## src/hdl/tmt_pkg.sv

```systemverilog
// package for the tick and modulo timer block: register indices, fields, resets, timing
// assumes a 125 MHz core clock and the 75 kHz timer base derived from it
`default_nettype none

package tmt_pkg;

	// core clock and timer base rates
	localparam int CLK_HZ        = 125_000_000;
	localparam int SYS_HZ        = 75_000;
	localparam int SYS_KHZ       = 75;
	localparam int MOD_SLOW_KHZ  = 25;
	// periods as printed, in ms
	localparam int SLOW_TICK_MS  = 125;
	localparam int TICK_SLOW_MS  = 32;
	localparam int TICK_FAST_MS  = 8;
	// derived counts: core cycles per base tick, base ticks per period, fast intervals per slow interval
	localparam int SYS_DIV_CYC   = CLK_HZ / SYS_HZ;
	localparam int SLOW_TICKS    = SLOW_TICK_MS * SYS_KHZ;
	localparam int TICK_FAST_CNT = TICK_FAST_MS * SYS_KHZ;
	localparam int TICK_RATIO    = TICK_SLOW_MS / TICK_FAST_MS;
	localparam int MOD_SLOW_DIV  = SYS_KHZ / MOD_SLOW_KHZ;

	// register indices, byte address is four times the index
	localparam logic [7:0] IDX_SLOW_FLAG = 8'h17;
	localparam logic [7:0] IDX_RATE_SEL  = 8'h18;
	localparam logic [7:0] IDX_MOD_CMP   = 8'h1a;
	localparam logic [7:0] IDX_MOD_CNT   = 8'h1b;
	localparam logic [7:0] IDX_MOD_CTRL  = 8'h2b;
	localparam logic [7:0] IDX_IRQ_REQ   = 8'h30;
	localparam logic [7:0] IDX_IRQ_EN    = 8'h31;

	// field positions
	localparam int RATE_SEL_BIT  = 0;
	localparam int CTRL_RUN_BIT  = 3;
	localparam int CTRL_CLR_BIT  = 2;
	localparam int CTRL_SEL_HI   = 1;
	localparam int CTRL_SEL_LO   = 0;
	localparam int REQ_TICK_BIT  = 0;
	localparam int REQ_MOD_BIT   = 1;
	localparam int EN_ALL_BIT    = 0;
	localparam int EN_TICK_BIT   = 1;
	localparam int EN_MOD_BIT    = 2;

	// reset values
	localparam logic       SLOW_FLAG_RST = 1'b1;
	localparam logic       RATE_SEL_RST  = 1'b0;
	localparam logic [1:0] CTRL_SEL_RST  = 2'h0;
	localparam logic       CTRL_RUN_RST  = 1'b0;
	localparam logic [7:0] MOD_CMP_RST   = 8'hff;
	localparam logic [7:0] MOD_CNT_RST   = 8'h00;

	// modulo clock source codes
	typedef enum logic [1:0] {
		TMT_SRC_EXT_A = 2'h0,
		TMT_SRC_EXT_B = 2'h1,
		TMT_SRC_75K   = 2'h2,
		TMT_SRC_25K   = 2'h3
	} tmt_src_t;

endpackage : tmt_pkg

`default_nettype wire

```

## src/hdl/tmt_top.sv

```systemverilog
// tick and modulo timers with an APB register slave
// assumes APB master on CLK_I; count pins are asynchronous and are synchronised here
`timescale 1ns/10ps
`default_nettype none

module tmt_top
	import tmt_pkg::*;
#(
	parameter int SYS_DIV    = tmt_pkg::SYS_DIV_CYC,   // core cycles per base tick
	parameter int SLOW_CNT   = tmt_pkg::SLOW_TICKS,    // base ticks per slow tick
	parameter int FAST_CNT   = tmt_pkg::TICK_FAST_CNT  // base ticks per fast interval
) (
	input  wire logic        CLK_I,             // 125 MHz clock
	input  wire logic        RSTN_I,            // async reset, active low
	input  wire logic        PSEL_I,            // apb select
	input  wire logic        PENABLE_I,         // apb enable
	input  wire logic        PWRITE_I,          // apb direction
	input  wire logic [11:0] PADDR_I,           // apb byte address
	input  wire logic [31:0] PWDATA_I,          // apb write data
	output logic      [31:0] PRDATA_O,          // apb read data
	output logic             PREADY_O,          // apb ready
	output logic             PSLVERR_O,         // apb error, unmapped
	input  wire logic        EXT_COUNT_A_I,     // count pin a
	input  wire logic        EXT_COUNT_B_I,     // count pin b
	output logic             TICK_INT_O,        // tick interrupt accepted
	output logic             MOD_INT_O,         // modulo interrupt accepted
	output logic             INTS_DISABLED_O    // interrupts disabled state
);
	import tmt_pkg::*;

	// register state
	logic       slow_flag_r;
	logic       rate_sel_r;
	logic       run_r;
	logic [1:0] sel_r;
	logic [7:0] cnt_r;
	logic [7:0] cmp_r;
	logic       tick_req_r;
	logic       mod_req_r;
	logic       ints_dis_r;
	logic       ie_tick_r;
	logic       ie_mod_r;
	logic       pulse_prev_r;
	logic       ext_a_prev_r;
	logic       ext_b_prev_r;

	// timer base and dividers
	logic       sys_en;
	logic       en_25k;
	logic       slow_evt;
	logic       fast_wrap;
	logic [$clog2(FAST_CNT+1)-1:0]   fast_ph;
	logic [$clog2(TICK_RATIO+1)-1:0] quad_ph;
	logic       ext_a_lvl;
	logic       ext_b_lvl;

	localparam int FW = $clog2(FAST_CNT + 1);
	localparam int QW = $clog2(TICK_RATIO + 1);
	localparam logic [FW-1:0] FAST_HALF = FW'(FAST_CNT / 2);
	localparam logic [QW-1:0] QUAD_HALF = QW'(TICK_RATIO / 2);

	// index hit on an aligned byte address
	function automatic logic reg_hit(input logic [11:0] addr, input logic [7:0] idx);
		reg_hit = (addr[1:0] == 2'h0) && (addr[11:2] == {2'h0, idx});
	endfunction : reg_hit

	tmt_div #(.N(SYS_DIV)) u_sys_div (
		.clk_i  (CLK_I),
		.rstn_i (RSTN_I),
		.en_i   (1'b1),
		.cnt_o  (),
		.tick_o (sys_en)
	);

	tmt_div #(.N(MOD_SLOW_DIV)) u_div25 (
		.clk_i  (CLK_I),
		.rstn_i (RSTN_I),
		.en_i   (sys_en),
		.cnt_o  (),
		.tick_o (en_25k)
	);

	// slow tick period from the timer base
	tmt_div #(.N(SLOW_CNT)) u_slow_div (
		.clk_i  (CLK_I),
		.rstn_i (RSTN_I),
		.en_i   (sys_en),
		.cnt_o  (),
		.tick_o (slow_evt)
	);

	// fast interval phase and four of them for the slow interval
	tmt_div #(.N(FAST_CNT)) u_fast_div (
		.clk_i  (CLK_I),
		.rstn_i (RSTN_I),
		.en_i   (sys_en),
		.cnt_o  (fast_ph),
		.tick_o (fast_wrap)
	);

	tmt_div #(.N(TICK_RATIO)) u_quad_div (
		.clk_i  (CLK_I),
		.rstn_i (RSTN_I),
		.en_i   (fast_wrap),
		.cnt_o  (quad_ph),
		.tick_o ()
	);

	tmt_sync u_sync_a (
		.clk_i   (CLK_I),
		.rstn_i  (RSTN_I),
		.async_i (EXT_COUNT_A_I),
		.level_o (ext_a_lvl)
	);

	tmt_sync u_sync_b (
		.clk_i   (CLK_I),
		.rstn_i  (RSTN_I),
		.async_i (EXT_COUNT_B_I),
		.level_o (ext_b_lvl)
	);

	// apb phases: reads sample and clear on the first access cycle, writes on the last
	logic acc_go;
	logic acc_done;
	logic wr_done;
	logic rd_go;
	assign acc_go   = PSEL_I & PENABLE_I & ~PREADY_O;
	assign acc_done = PSEL_I & PENABLE_I & PREADY_O;
	assign wr_done  = acc_done & PWRITE_I;
	assign rd_go    = acc_go & ~PWRITE_I;

	logic wr_rate;
	logic wr_ctrl;
	logic wr_cmp;
	logic wr_req;
	logic wr_en;
	logic rd_slow;
	assign wr_rate = wr_done & reg_hit(PADDR_I, IDX_RATE_SEL);
	assign wr_ctrl = wr_done & reg_hit(PADDR_I, IDX_MOD_CTRL);
	assign wr_cmp  = wr_done & reg_hit(PADDR_I, IDX_MOD_CMP);
	assign wr_req  = wr_done & reg_hit(PADDR_I, IDX_IRQ_REQ);
	assign wr_en   = wr_done & reg_hit(PADDR_I, IDX_IRQ_EN);
	assign rd_slow = rd_go & reg_hit(PADDR_I, IDX_SLOW_FLAG);

	// read mux and address decode
	logic [31:0] rd_val;
	logic        mapped;
	always_comb begin
		rd_val = 32'h0000_0000;
		mapped = 1'b1;
		if (reg_hit(PADDR_I, IDX_SLOW_FLAG)) begin
			rd_val[0] = slow_flag_r;
		end else if (reg_hit(PADDR_I, IDX_RATE_SEL)) begin
			rd_val[RATE_SEL_BIT] = rate_sel_r;
		end else if (reg_hit(PADDR_I, IDX_MOD_CTRL)) begin
			rd_val[CTRL_RUN_BIT] = run_r;             // clear bit stays zero
			rd_val[CTRL_SEL_HI:CTRL_SEL_LO] = sel_r;
		end else if (reg_hit(PADDR_I, IDX_MOD_CNT)) begin
			rd_val[7:0] = cnt_r;
		end else if (reg_hit(PADDR_I, IDX_MOD_CMP)) begin
			rd_val = 32'h0000_0000;                   // write-only
		end else if (reg_hit(PADDR_I, IDX_IRQ_REQ)) begin
			rd_val[REQ_TICK_BIT] = tick_req_r;
			rd_val[REQ_MOD_BIT]  = mod_req_r;
		end else if (reg_hit(PADDR_I, IDX_IRQ_EN)) begin
			rd_val[EN_ALL_BIT]  = ~ints_dis_r;
			rd_val[EN_TICK_BIT] = ie_tick_r;
			rd_val[EN_MOD_BIT]  = ie_mod_r;
		end else begin
			mapped = 1'b0;
		end
	end

	// apb answer, ready one cycle into the access phase
	always_ff @(posedge CLK_I or negedge RSTN_I) begin
		if (!RSTN_I) begin
			PREADY_O  <= 1'b0;
			PRDATA_O  <= 32'h0000_0000;
			PSLVERR_O <= 1'b0;
		end else begin
			PREADY_O  <= acc_go;
			PSLVERR_O <= acc_go & ~mapped;
			if (rd_go) begin
				PRDATA_O <= rd_val;
			end
		end
	end

	// slow tick flag: set beats the read clear
	always_ff @(posedge CLK_I or negedge RSTN_I) begin
		if (!RSTN_I) begin
			slow_flag_r <= SLOW_FLAG_RST;
		end else if (slow_evt) begin
			slow_flag_r <= 1'b1;
		end else if (rd_slow) begin
			slow_flag_r <= 1'b0;
		end
	end

	// interval pulses, high for the first half of each period
	logic pulse_fast;
	logic pulse_slow;
	logic pulse_sel;
	logic tick_fall;
	assign pulse_fast = (fast_ph < FAST_HALF);
	assign pulse_slow = (quad_ph < QUAD_HALF);
	assign pulse_sel  = rate_sel_r ? pulse_fast : pulse_slow;
	assign tick_fall  = pulse_prev_r & ~pulse_sel;

	// rate select and pulse history
	always_ff @(posedge CLK_I or negedge RSTN_I) begin
		if (!RSTN_I) begin
			rate_sel_r   <= RATE_SEL_RST;
			pulse_prev_r <= 1'b1;
		end else begin
			pulse_prev_r <= pulse_sel;
			if (wr_rate) begin
				rate_sel_r <= PWDATA_I[RATE_SEL_BIT];
			end
		end
	end

	// acceptance, tick ahead of modulo
	logic tick_acc;
	logic mod_acc;
	assign tick_acc = tick_req_r & ~ints_dis_r & ie_tick_r;
	assign mod_acc  = mod_req_r & ~ints_dis_r & ie_mod_r & ~tick_acc;

	// tick request: software write first, so a clear beats a fall
	always_ff @(posedge CLK_I or negedge RSTN_I) begin
		if (!RSTN_I) begin
			tick_req_r <= 1'b0;
		end else if (wr_req) begin
			tick_req_r <= PWDATA_I[REQ_TICK_BIT];
		end else if (tick_fall) begin
			tick_req_r <= 1'b1;
		end else if (tick_acc) begin
			tick_req_r <= 1'b0;
		end
	end

	// modulo clock source and edges of the count pins
	logic ext_a_rise;
	logic ext_b_rise;
	logic mod_clk_en;
	assign ext_a_rise = ext_a_lvl & ~ext_a_prev_r;
	assign ext_b_rise = ext_b_lvl & ~ext_b_prev_r;
	always_comb begin
		case (tmt_src_t'(sel_r))
			TMT_SRC_EXT_A: mod_clk_en = ext_a_rise;
			TMT_SRC_EXT_B: mod_clk_en = ext_b_rise;
			TMT_SRC_75K:   mod_clk_en = sys_en;
			default:       mod_clk_en = en_25k;
		endcase
	end

	always_ff @(posedge CLK_I or negedge RSTN_I) begin
		if (!RSTN_I) begin
			ext_a_prev_r <= 1'b0;
			ext_b_prev_r <= 1'b0;
		end else begin
			ext_a_prev_r <= ext_a_lvl;
			ext_b_prev_r <= ext_b_lvl;
		end
	end

	// modulo control and compare registers
	always_ff @(posedge CLK_I or negedge RSTN_I) begin
		if (!RSTN_I) begin
			run_r <= CTRL_RUN_RST;
			sel_r <= CTRL_SEL_RST;
			cmp_r <= MOD_CMP_RST;
		end else begin
			if (wr_ctrl) begin
				run_r <= PWDATA_I[CTRL_RUN_BIT];
				sel_r <= PWDATA_I[CTRL_SEL_HI:CTRL_SEL_LO];
			end
			if (wr_cmp) begin
				cmp_r <= PWDATA_I[7:0];
			end
		end
	end

	// modulo counter: clear write, then gated count with match restart
	logic clr_wr;
	logic mod_match;
	assign clr_wr    = wr_ctrl & PWDATA_I[CTRL_CLR_BIT];
	assign mod_match = run_r & mod_clk_en & (cnt_r == cmp_r) & ~clr_wr;
	always_ff @(posedge CLK_I or negedge RSTN_I) begin
		if (!RSTN_I) begin
			cnt_r <= MOD_CNT_RST;
		end else if (clr_wr) begin
			cnt_r <= 8'h00;
		end else if (mod_match) begin
			cnt_r <= 8'h00;
		end else if (run_r && mod_clk_en) begin
			cnt_r <= cnt_r + 8'h01;
		end
	end

	// modulo request: a match beats a software or acceptance clear
	always_ff @(posedge CLK_I or negedge RSTN_I) begin
		if (!RSTN_I) begin
			mod_req_r <= 1'b0;
		end else if (mod_match) begin
			mod_req_r <= 1'b1;
		end else if (wr_req) begin
			mod_req_r <= PWDATA_I[REQ_MOD_BIT];
		end else if (mod_acc) begin
			mod_req_r <= 1'b0;
		end
	end

	// enables and disabled state; for the disabled state, acceptance beats a coinciding enable write
	always_ff @(posedge CLK_I or negedge RSTN_I) begin
		if (!RSTN_I) begin
			ints_dis_r <= 1'b1;
			ie_tick_r  <= 1'b0;
			ie_mod_r   <= 1'b0;
		end else begin
			if (wr_en) begin
				ie_tick_r <= PWDATA_I[EN_TICK_BIT];
				ie_mod_r  <= PWDATA_I[EN_MOD_BIT];
			end
			if (tick_acc || mod_acc) begin
				ints_dis_r <= 1'b1;
			end else if (wr_en) begin
				ints_dis_r <= ~PWDATA_I[EN_ALL_BIT];
			end
		end
	end

	// acceptance pulses out
	always_ff @(posedge CLK_I or negedge RSTN_I) begin
		if (!RSTN_I) begin
			TICK_INT_O <= 1'b0;
			MOD_INT_O  <= 1'b0;
		end else begin
			TICK_INT_O <= tick_acc;
			MOD_INT_O  <= mod_acc;
		end
	end
	assign INTS_DISABLED_O = ints_dis_r;
endmodule : tmt_top

`default_nettype wire

```

## src/hdl/tmt_sync.sv

```systemverilog
// three-flop synchroniser for an asynchronous count pin
// assumes one core clock; output moves only when flops two and three agree
`timescale 1ns/10ps
`default_nettype none

module tmt_sync (
	input  wire logic clk_i,     // core clock
	input  wire logic rstn_i,    // async reset, active low
	input  wire logic async_i,   // pin level
	output logic      level_o    // filtered level
);
	logic s1_r;
	logic s2_r;
	logic s3_r;

	// shift chain, first flop feeds only the second
	always_ff @(posedge clk_i or negedge rstn_i) begin
		if (!rstn_i) begin
			s1_r <= 1'b0;
			s2_r <= 1'b0;
			s3_r <= 1'b0;
		end else begin
			s1_r <= async_i;
			s2_r <= s1_r;
			s3_r <= s2_r;
		end
	end

	// accept a change once two and three agree
	always_ff @(posedge clk_i or negedge rstn_i) begin
		if (!rstn_i) begin
			level_o <= 1'b0;
		end else if (s2_r == s3_r) begin
			level_o <= s3_r;
		end
	end
endmodule : tmt_sync

`default_nettype wire

```

## src/hdl/tmt_div.sv

```systemverilog
// enable-driven modulo divider, counts 0..N-1 and pulses on the wrap
// assumes en_i is a one-cycle enable in the core clock domain
`timescale 1ns/10ps
`default_nettype none

module tmt_div #(
	parameter int N = 4                        // division ratio
) (
	input  wire logic                 clk_i,   // core clock
	input  wire logic                 rstn_i,  // async reset, active low
	input  wire logic                 en_i,    // count enable
	output logic [$clog2(N+1)-1:0]    cnt_o,   // current phase
	output logic                      tick_o   // wrap pulse
);
	localparam int W = $clog2(N + 1);
	localparam logic [W-1:0] LAST = W'(N - 1);

	// wrap pulse is the enable seen at the last phase
	assign tick_o = en_i & (cnt_o == LAST);

	// phase counter
	always_ff @(posedge clk_i or negedge rstn_i) begin
		if (!rstn_i) begin
			cnt_o <= '0;
		end else if (tick_o) begin
			cnt_o <= '0;
		end else if (en_i) begin
			cnt_o <= cnt_o + W'(1);
		end
	end
endmodule : tmt_div

`default_nettype wire

```

## config.mk

```make
export PLATFORM = sky130hd
export DESIGN_NAME = tmt_top
export DESIGN_NICKNAME = d
export VERILOG_FILES = /design/src/hdl/tmt_pkg.sv /design/src/hdl/tmt_top.sv /design/src/hdl/tmt_sync.sv /design/src/hdl/tmt_div.sv
export SDC_FILE = /design/constraint.sdc
export NUM_CORES = 1
export LEC_CHECK = 0
export ABC_AREA = 1
export BUFFER_PORTS_ARGS = -buffer_cell sky130_fd_sc_hd__buf_4
export CAP_MARGIN = 20
export CELL_PAD_IN_SITES_DETAIL_PLACEMENT = 1
export CELL_PAD_IN_SITES_GLOBAL_PLACEMENT = 1
export CORE_MARGIN = 3
export CORE_UTILIZATION = 30
export CTS_CLUSTER_SIZE = 10
export DETAILED_ROUTE_END_ITERATION = 8
export GPL_ROUTABILITY_DRIVEN = 1
export PLACE_DENSITY = 0.63
export SYNTH_ARGS = -nofsm -noshare
export SYNTH_HDL_FRONTEND = slang
export SYNTH_SLANG_ARGS = --single-unit
```

## constraint.sdc

```tcl
create_clock -name CLK_I -period 3.56 [get_ports CLK_I]
set_input_delay 0.712 -clock CLK_I [delete_from_list [all_inputs] [get_ports CLK_I]]
set_output_delay 0.712 -clock CLK_I [all_outputs]
set_load 0.005 [all_outputs]
```

Yosys cells after proc, flatten, opt, wreduce, memory -nomap -nowiden --
Cells that the tools add are included.
Word-level totals: flip-flop bits (word level) 113, output and inout port bits 37, bits of input ports 51
Cells by class: magnitude comparators 2, $add $sub $neg 6, bitwise logic cells 38, reduce and logical (&&, ||, !) cells 20, multiplexer cells 44, eq/ne operators 17
Operators by type and width (number):
- 10-bit by 5-bit == test with 1-bit output, second input constant | 4
- 8-bit two-way mux | 4
- 31-bit two-way mux | 1
- 10-bit by 6-bit == test with 1-bit output, second input constant | 3
- 1-bit AND | 28
- 14-bit two-way mux | 2
- 1-bit two-way mux | 23
- 10-bit two-way mux | 2
- 14-bit by 1-bit adder with 14-bit output, second input constant | 1
- 14-bit == test, second input constant | 1
- 3-bit two-way mux | 4
- 2-bit nonzero test | 6
- 11-bit by 1-bit adder with 11-bit output, second input constant | 1
- 11-bit == test, second input constant | 1
- 11-bit two-way mux | 1
- 10-bit by 1-bit adder with 10-bit output, second input constant | 1
- 10-bit == test, second input constant | 1
- 10-bit by 9-bit < comparator with 1-bit output, second input constant | 1
- 1-bit NOT | 10
- 3-bit nonzero test | 3
- 8-bit by 1-bit adder with 8-bit output, second input constant | 1
- 8-bit == test | 1
- 1-bit logical AND | 8
- 2-bit two-way mux | 4
- other kinds (12) | 15

Depth between registers and ports, before layout --
Gate-level depths: netlist of run 1.
word-level depth 11, gate-level depth with buffers 11, depth with buffers taken out 10

By module --
A second synthesis of run 1 with hierarchy kept.
Unflattened totals: cells, all modules 680, area, all modules 5261.3 um2
Modules (own cells, without submodules):
- tmt_top | cells each 318, area each 2591.2 um2, instances 1, seq. area each 1039.7 um2
- tmt_div at u_slow_div | cells each 127, area each 892.1 um2, instances 1, seq. area each 350.3 um2
- tmt_div at u_sys_div | cells each 97, area each 701.9 um2, instances 1, seq. area each 275.3 um2
- tmt_div at u_fast_div | cells each 93, area each 610.6 um2, instances 1, seq. area each 250.2 um2
- tmt_sync | cells each 8, area each 116.4 um2, instances 2, seq. area each 100.1 um2
- tmt_div at u_quad_div | cells each 16, area each 140.1 um2, instances 1, seq. area each 75.1 um2
- tmt_div at u_div25 | cells each 13, area each 92.6 um2, instances 1, seq. area each 50.0 um2

Worst setup path before layout of run 1 --
No wires, ideal clock.
path type input to register, from input port PADDR_I[11], to register cmp_r[6], buffers on the path 2, arrival time 1.701 ns, setup time 0.082 ns, stages on the path 7, slack 1.776 ns, cell sequence nor2_2 -> buf_6 -> nand3_4 -> nor2_4 -> nand3_2 -> buf_6 -> mux2_4
Between the ends: longest elaborated chain between the ends 3
Ends and longest elaborated chain:
- start, declared | line tmt_top.sv:18 | input wire logic [11:0] PADDR_I,
- 10-bit by 5-bit == test with 1-bit output | line tmt_top.sv:64 | reg_hit = (addr[1:0] == 2'h0) && (addr[11:2] == {2'h0, idx});
- 1-bit logical AND | line tmt_top.sv:64
- 1-bit AND | line tmt_top.sv:141 | assign wr_cmp = wr_done & reg_hit(PADDR_I, IDX_MOD_CMP);
- end signal, assigned | line tmt_top.sv:280 | cmp_r <= PWDATA_I[7:0];
- end, declared | line tmt_top.sv:37 | logic [7:0] cmp_r;
Every way passes these cells. A chain may end at the register's enable or synchronous reset.

Worst setup path after layout of run 1 --
from input port PADDR_I[11], to register cnt_r[1]
Between the ends: longest elaborated chain between the ends 8, elaborated cells on any way between the ends 9, classes of those cells eq/ne (1); mux (2); bitwise (4); reduce/logical (2)
Ends and longest elaborated chain:
- 10-bit by 6-bit == test with 1-bit output (*) | line tmt_top.sv:64
- 1-bit logical AND (*) | line tmt_top.sv:64
- 1-bit AND (*) | line tmt_top.sv:140 | assign wr_ctrl = wr_done & reg_hit(PADDR_I, IDX_MOD_CTRL);
- 1-bit AND (*) | line tmt_top.sv:288 | assign clr_wr = wr_ctrl & PWDATA_I[CTRL_CLR_BIT];
- 1-bit NOT | line tmt_top.sv:289 | assign mod_match = run_r & mod_clk_en & (cnt_r == cmp_r) & ~clr_wr;
- 1-bit AND | line tmt_top.sv:289
- 8-bit two-way mux | line tmt_top.sv:295 | end else if (mod_match) begin
- 8-bit two-way mux | line tmt_top.sv:293 | end else if (clr_wr) begin
- end signal, assigned | line tmt_top.sv:298 | cnt_r <= cnt_r + 8'h01;
- end, declared | line tmt_top.sv:36 | logic [7:0] cnt_r;
Every way passes the cells marked *; elsewhere a longest branch is shown, timed or not.

==> impl_metrics.env, run 1 <==
export IMPL_numPlacedInstances=873
export IMPL_r2r_end="u_slow_div.cnt_o[13]$_DFFE_PN0P_"
export IMPL_cts_sink_count=89
export IMPL_cp_max_fo=11
export IMPL_finalPower_w=0.001989
export IMPL_core_sq_mm=0.01617
export IMPL_cts_setup_buffers=0
export IMPL_grtUsageTotal=0.1417
export IMPL_clk_latency_ns=0.35
export IMPL_max_slew_margin_rel=0.5795
export IMPL_io_buffers=39
export IMPL_clkSlewWorstSetupHoldPaths_ns=0.07
export IMPL_nNetsFinal=726
export IMPL_hpwl_mm=9.589
export IMPL_ios=88
export IMPL_wl_mm=12.37
export IMPL_yosysUniqueCellTypes=40
export IMPL_worstPathArrival_ns=2.42
export IMPL_ctsResizeCount=0
export IMPL_cp_required_ns=3.85
export IMPL_dr_pass1_iters=4
export IMPL_netlist_instances=624
export IMPL_cts_root_buf="clkbuf_16"
export IMPL_gr_total_overflow=0
export IMPL_syn_to_final_growth_pct=13.88
export IMPL_fin_crit_sh=0.5993
export IMPL_yosys_warnings=0
export IMPL_detail_route_iter0_violations=143
export IMPL_drive_gt1_frac=0.1516
export IMPL_critPathKind="in2reg"
export IMPL_layout_cells_most_common="nand2_1"
export IMPL_leakage_nw=2.797
export IMPL_pre_cts_ws_ns=1.036
export IMPL_tritoncts="done"
export IMPL_worst_slack_ns=1.426
export IMPL_max_cap_viol_count=0
export IMPL_post_route_drc_count=0
export IMPL_dieArea_sq_mm=0.01846
export IMPL_hp_class="reg2reg"
export IMPL_end_kind="flop"
export IMPL_layout_common_cells="131 x nand2_1, 79 x inv_1, 78 x dfrtp_1"
export IMPL_ir_drop_v=0.0002144
export IMPL_antennaDiodeCount=0
export IMPL_grt_max_degree=51
export IMPL_rsz0062_at_grt="no"
export IMPL_cts_buffers_inserted=9
export IMPL_grt_pass1_wl_mm=21.02
export IMPL_tightest_slew_ns=0.6307
export IMPL_synth_seq_area_share=0.4430
export IMPL_grt_pass1_vias=4321
export IMPL_stdcell_count=889
export IMPL_setup_viol=0
export IMPL_start_kind="input pin"
export IMPL_vias=4144
export IMPL_finalClockSkew_ns=0.006853
export IMPL_crit_path_end="cnt_r[1]$_DFFE_PN0P_"
export IMPL_antenna_found_initial=0
export IMPL_routedWlPerCell_um=13.92
export IMPL_reg2regPathDepth=8
export IMPL_syn_avg_cell_area_sq_um=8.107
export IMPL_ys_seq_elements=89
export IMPL_tns_ns=0
export IMPL_gp_congestion=0.8333
export IMPL_slew_viol_final=0
export IMPL_netlist_area_sq_mm=0.005059
export IMPL_start_util=0.3128
export IMPL_cts_hold_buf=0
export IMPL_clock_fmax_mhz=468.7
export IMPL_r2r_start="u_sys_div.cnt_o[1]$_DFF_PN0_"
export IMPL_htreeDepth=3
export IMPL_setup_worst_path_start="PADDR_I[11]"
export IMPL_num_rows=46
export IMPL_synth_edf_count=0
export IMPL_chipHeight_um=135.9
export IMPL_clockBufferDepth=2
export IMPL_outcome="complete, no violations"
export IMPL_fin_util=0.3562
export IMPL_register_area_sq_mm=0.002241
export IMPL_die_w_um=135.9
export IMPL_hold_violations=0
export IMPL_post_route_min_period_ns=2.134
export IMPL_p_per_area_mw_per_mm2=345.4
export IMPL_async_flop_share=1.000
export IMPL_num_fill_cells=1982
export IMPL_reg2reg_slack_ns=1.68
export IMPL_multi_input_area_sq_mm=0.002342
export IMPL_ys_flop_type="dfrtp_1"
export IMPL_via_per_inst=4.661
export IMPL_ant_nets=0
[routing by layer]
metal,vias up,track usage,part of all wire
met5,-,0,0
met1,2006,0.1805,0.47
met2,60,0.2442,0.48
met4,0,0.04255,0.013
li1,2060,-,-
met3,18,0.02739,0.038
[state kept, by name, indices dropped and copies added (netlist names), 2 cells and up]
register / cells
PRDATA_O: 8
u_quad_div.cnt_o: 3
u_div25.cnt_o: 2
cmp_r: 8
u_sys_div.cnt_o: 11
sel_r: 2
u_fast_div.cnt_o: 10
u_slow_div.cnt_o: 14
cnt_r: 8
[cells in the mapped netlist, types with 4 or more instances]
| library cell | number | share of area |
|---|---|---|
| a21oi_1 | 7 | 0.0069 |
| buf_4 | 28 | 0.042 |
| dfrtp_1 | 78 | 0.39 |
| dfstp_2 | 11 | 0.057 |
| ha_1 | 7 | 0.017 |
| inv_1 | 79 | 0.059 |
| inv_2 | 6 | 0.0045 |
| nand2_1 | 131 | 0.097 |
| nand3_1 | 48 | 0.047 |
| nand4_1 | 24 | 0.030 |
| nor2_1 | 54 | 0.040 |
| nor2_2 | 5 | 0.0062 |
| nor3_1 | 24 | 0.024 |
| nor4_1 | 4 | 0.0049 |
| o21ai_0 | 43 | 0.043 |
| o21ai_1 | 4 | 0.0040 |
| xnor2_1 | 6 | 0.010 |
| xor2_1 | 25 | 0.043 |
[per-stage QoR]
| stage | hold WS, ns | instance area (sq um) |
|---|---|---|
| 2_1_floorplan | 0.3312 | 5145 |
| 3_3_place_gp | 0.3361 | 5495 |
| 3_5_place_dp | 0.3363 | 5495 |
| 4_1_cts | 0.3508 | 5761 |
| 5_1_grt | 0.3704 | 5761 |
| 6_report | 0.3492 | 5761 |
[logic make-up (layout without fill, tap and decap cells)]
kind of cell,count (synthesis),in the layout,synth area share
simple gates,313,313,0.2988
buf+inv,118,144,0.1120
flops,89,89,0.4430
compound gates,59,59,0.06011
xor+xnor,31,31,0.05367
fa+ha+maj,9,9,0.02127
mux,4,4,0.01039
other cells,1,24,0.0007413
[area by class of cell]
cell class	instances	share of cell area
Clock inverter	5	0.005647
Sequential cell	89	0.3890
Tap cell	216	0.04692
Inverter	85	0.05539
Clock buffer	11	0.04040
Multi-Input combinational cell	440	0.4066
Timing Repair Buffer	43	0.05604
[power breakdown]
group / switching [W] / internal [W] / total [W]
registers: 0.00000462 / 0.00102 / 0.00103
logic: 0.0000649 / 0.0000311 / 0.0000960
clock network: 0.000397 / 0.000471 / 0.000868
total: 0.000466 / 0.00152 / 0.00199
[critical path, cell delays in order]
cell     delay (ns)
buf_4          0.11
nor2_2         0.43
inv_1          0.19
nor2_1         0.22
nand4_4        0.21
nor2_4         0.17
nor2_2         0.09
nor2_8         0.13
nand3_1        0.09
nand2_1        0.06
[how the worst min path moves through the flow]
stage / start / end / cells past startpoint
global route: u_sync_b.s1_r$_DFF_PN0_ / u_sync_b.s2_r$_DFF_PN0_ / 0
CTS: u_sync_b.s1_r$_DFF_PN0_ / u_sync_b.s2_r$_DFF_PN0_ / 0
detailed placement: u_sync_b.s1_r$_DFF_PN0_ / u_sync_b.s2_r$_DFF_PN0_ / 0
finish: u_sync_b.s1_r$_DFF_PN0_ / u_sync_b.s2_r$_DFF_PN0_ / 0
floorplan: u_sync_a.s1_r$_DFF_PN0_ / u_sync_a.s2_r$_DFF_PN0_ / 0
global placement: u_sync_b.s1_r$_DFF_PN0_ / u_sync_b.s2_r$_DFF_PN0_ / 0
(Power assumes the default switching activity.)
==> run 2: changes to the inputs <==
PLACE_DENSITY = 0.65   (was 0.63)
clock period = 1.85 ns   (was 3.56 ns; I/O delays follow)
==> run 2 against run 1 <==
  * First-iteration DRC count up 40%
  * Final area is 4.4% higher
  * Global-route usage grew 0.29 points
  * Clock skew up 0.0015 ns
  * Worst hold slack worse by 0.22 ns
  * Largest power group is now the clock network
  * Highest routed layer unchanged
==> impl_metrics.env, run 2 (same netlist as run 1, synthesis figures left out) <==
export IMPL_vias=4237
export IMPL_cts_buffers_inserted=9
export IMPL_end_kind="flop"
export IMPL_die_w_um=135.9
export IMPL_busiest_layer="met2"
export IMPL_outcome="complete, no violations"
export IMPL_fin_crit_sh=0.9163
export IMPL_syn_to_final_growth_pct=18.85
export IMPL_layout_cells_most_common="nand2_1"
export IMPL_hold_violations=0
export IMPL_cp_required_ns=2.09
export IMPL_gr_usage_met2=0.2486
export IMPL_clkSlewWorstSetupHoldPaths_ns=0.07
export IMPL_grt_pass1_wl_mm=21.56
export IMPL_io_buffers=39
export IMPL_grt_max_degree=32
export IMPL_start_kind="flop"
export IMPL_hpwl_mm=9.849
export IMPL_multi_input_area_sq_mm=0.002371
export IMPL_cts_root_buf="clkbuf_16"
export IMPL_gr_total_overflow=0
export IMPL_wl_mm=12.73
export IMPL_reg2reg_slack_ns=0.15
export IMPL_critPathKind="reg2reg"
export IMPL_gp_congestion=0.8308
export IMPL_nNetsFinal=744
export IMPL_routedWlPerCell_um=14.05
export IMPL_leakage_nw=2.916
export IMPL_p_per_area_mw_per_mm2=694.3
export IMPL_clockBufferDepth=2
export IMPL_whs_path_depth=1
export IMPL_tritoncts="done"
export IMPL_dieArea_sq_mm=0.01846
export IMPL_ant_nets=0
export IMPL_max_slew_margin_rel=0.6310
export IMPL_start_util=0.3128
export IMPL_chipHeight_um=135.9
export IMPL_via_per_inst=4.677
export IMPL_antennaDiodeCount=0
export IMPL_finalClockSkew_ns=0.008306
export IMPL_finalPower_w=0.004174
export IMPL_num_rows=46
export IMPL_r2r_start="u_sys_div.cnt_o[1]$_DFF_PN0_"
export IMPL_post_route_drc_count=0
export IMPL_grt_util_met1=0.1858
export IMPL_cp_max_fo=6
export IMPL_ios=88
export IMPL_hp_class="in2reg"
export IMPL_placed_cell_area_sq_mm=0.005625
export IMPL_grtUsageTotal=0.1446
export IMPL_reg2regPathDepth=8
export IMPL_cts_sink_count=89
export IMPL_htreeDepth=3
export IMPL_layout_common_cells="131 x nand2_1, 78 x dfrtp_1, 78 x inv_1"
export IMPL_post_route_min_period_ns=1.695
export IMPL_hold_start="EXT_COUNT_B_I"
export IMPL_slew_viol_final=0
export IMPL_setup_viol=0
export IMPL_tightest_slew_ns=0.5493
export IMPL_final_cell_area_sq_mm=0.006012
export IMPL_clock_fmax_mhz=589.9
export IMPL_largest_register_ff_count=14
export IMPL_r2r_end="cnt_r[1]$_DFFE_PN0P_"
export IMPL_clk_latency_ns=0.35
export IMPL_top_regs="u_slow_div.cnt_o (14), u_sys_div.cnt_o (11), u_fast_div.cnt_o (10)"
export IMPL_grt_pass1_vias=4453
export IMPL_stdcell_count=906
export IMPL_antenna_found_initial=0
export IMPL_drive_gt1_frac=0.1812
export IMPL_use_met3=0.03146
export IMPL_top_register="u_slow_div.cnt_o"
export IMPL_numPlacedInstances=887
export IMPL_max_cap_viol_count=0
export IMPL_num_fill_cells=1943
export IMPL_dr_pass1_iters=4
export IMPL_detail_route_iter0_violations=200
export IMPL_hold_end="u_sync_b.s1_r$_DFF_PN0_"
export IMPL_worstPathArrival_ns=1.94
export IMPL_core_sq_mm=0.01617
export IMPL_register_area_sq_mm=0.002241
export IMPL_ir_drop_v=0.0004409
run 2: cell count changes in the layout (fill, tap and decap cells not counted), sizes merged:
| cell | delta |
|---|---|
| dlygate4sd3 | +1 |
| buf | +17 |
| bufinv | +2 |
| clkinv | -2 |
| inv | +1 |
| clkinvlp | -2 |
run 2: repair_timing:
| item | 4_1_cts | 5_1_grt |
|---|---|---|
| endpoints found under the hold margin | 25 | 0 |
| hold buffers | 1 | 0 |
| endpoints found under the setup margin | 0 | 8 |
| resized for setup | 0 | 9 |
| setup buffers | 0 | 3 |
run 2: per-stage QoR:
stage / TNS (ns) / util / hold slack (ns) / setup slack (ns)
after floorplan: 0 / - / 0.07441 / 0.3809
after global placement: 0 / 0.3478 / 0.3377 / 0.06587
after detailed placement: 0 / 0.3478 / 0.3363 / 0.04618
after CTS: 0 / 0.3682 / 0.1145 / 0.05679
after global routing: -0.1500 / 0.3717 / 0.1102 / -0.03452
final: 0 / 0.3717 / 0.1302 / 0.1549
run 2: final cells by class:
class,count,area share
clock buffers,11,0.04037
multi-input cells,440,0.3944
inverters,85,0.05349
flip-flops and latches,89,0.3727
well taps,216,0.04495
clock inverters,4,0.01270
repair buffers,61,0.08137
run 2: worst max-delay path, stage by stage, from the launching register on:
cell	delay, ns
dfrtp_1	0.39
inv_1	0.06
ha_1	0.18
nand4_1	0.14
nand3b_1	0.22
a21oi_1	0.27
nor2_1	0.18
nand2_1	0.10
nand2_1	0.05
run 2: per-layer routing:
metal  part of all wire  wire length, um
met1               0.46             5899
met4             0.0094              119
met2               0.49             6200
met5                  0                0
met3              0.040              508
run 2: worst max path at each step:
stage	startpoint	endpoint	slack, ns	depth (start not counted)
2_1_floorplan	u_sys_div.cnt_o[1]$_DFF_PN0_	u_fast_div.cnt_o[5]$_DFFE_PN0P_	0.38	10
6_report	u_sys_div.cnt_o[1]$_DFF_PN0_	cnt_r[1]$_DFFE_PN0P_	0.15	8
3_5_place_dp	PADDR_I[11]	cnt_r[5]$_DFFE_PN0P_	0.05	10
3_3_place_gp	PADDR_I[11]	cnt_r[3]$_DFFE_PN0P_	0.07	10
4_1_cts	u_sys_div.cnt_o[1]$_DFF_PN0_	u_fast_div.cnt_o[5]$_DFFE_PN0P_	0.06	10
5_1_grt	u_sys_div.cnt_o[1]$_DFF_PN0_	u_quad_div.cnt_o[1]$_DFFE_PN0P_	-0.03	9
run 2: power breakdown:
group | total (W) | internal [W] | switching [W]
Sequential | 0.00197 | 0.00196 | 0.00000916
Clock | 0.00200 | 0.00122 | 0.000783
Combinational | 0.000199 | 0.0000717 | 0.000127
Total | 0.00417 | 0.00326 | 0.000919
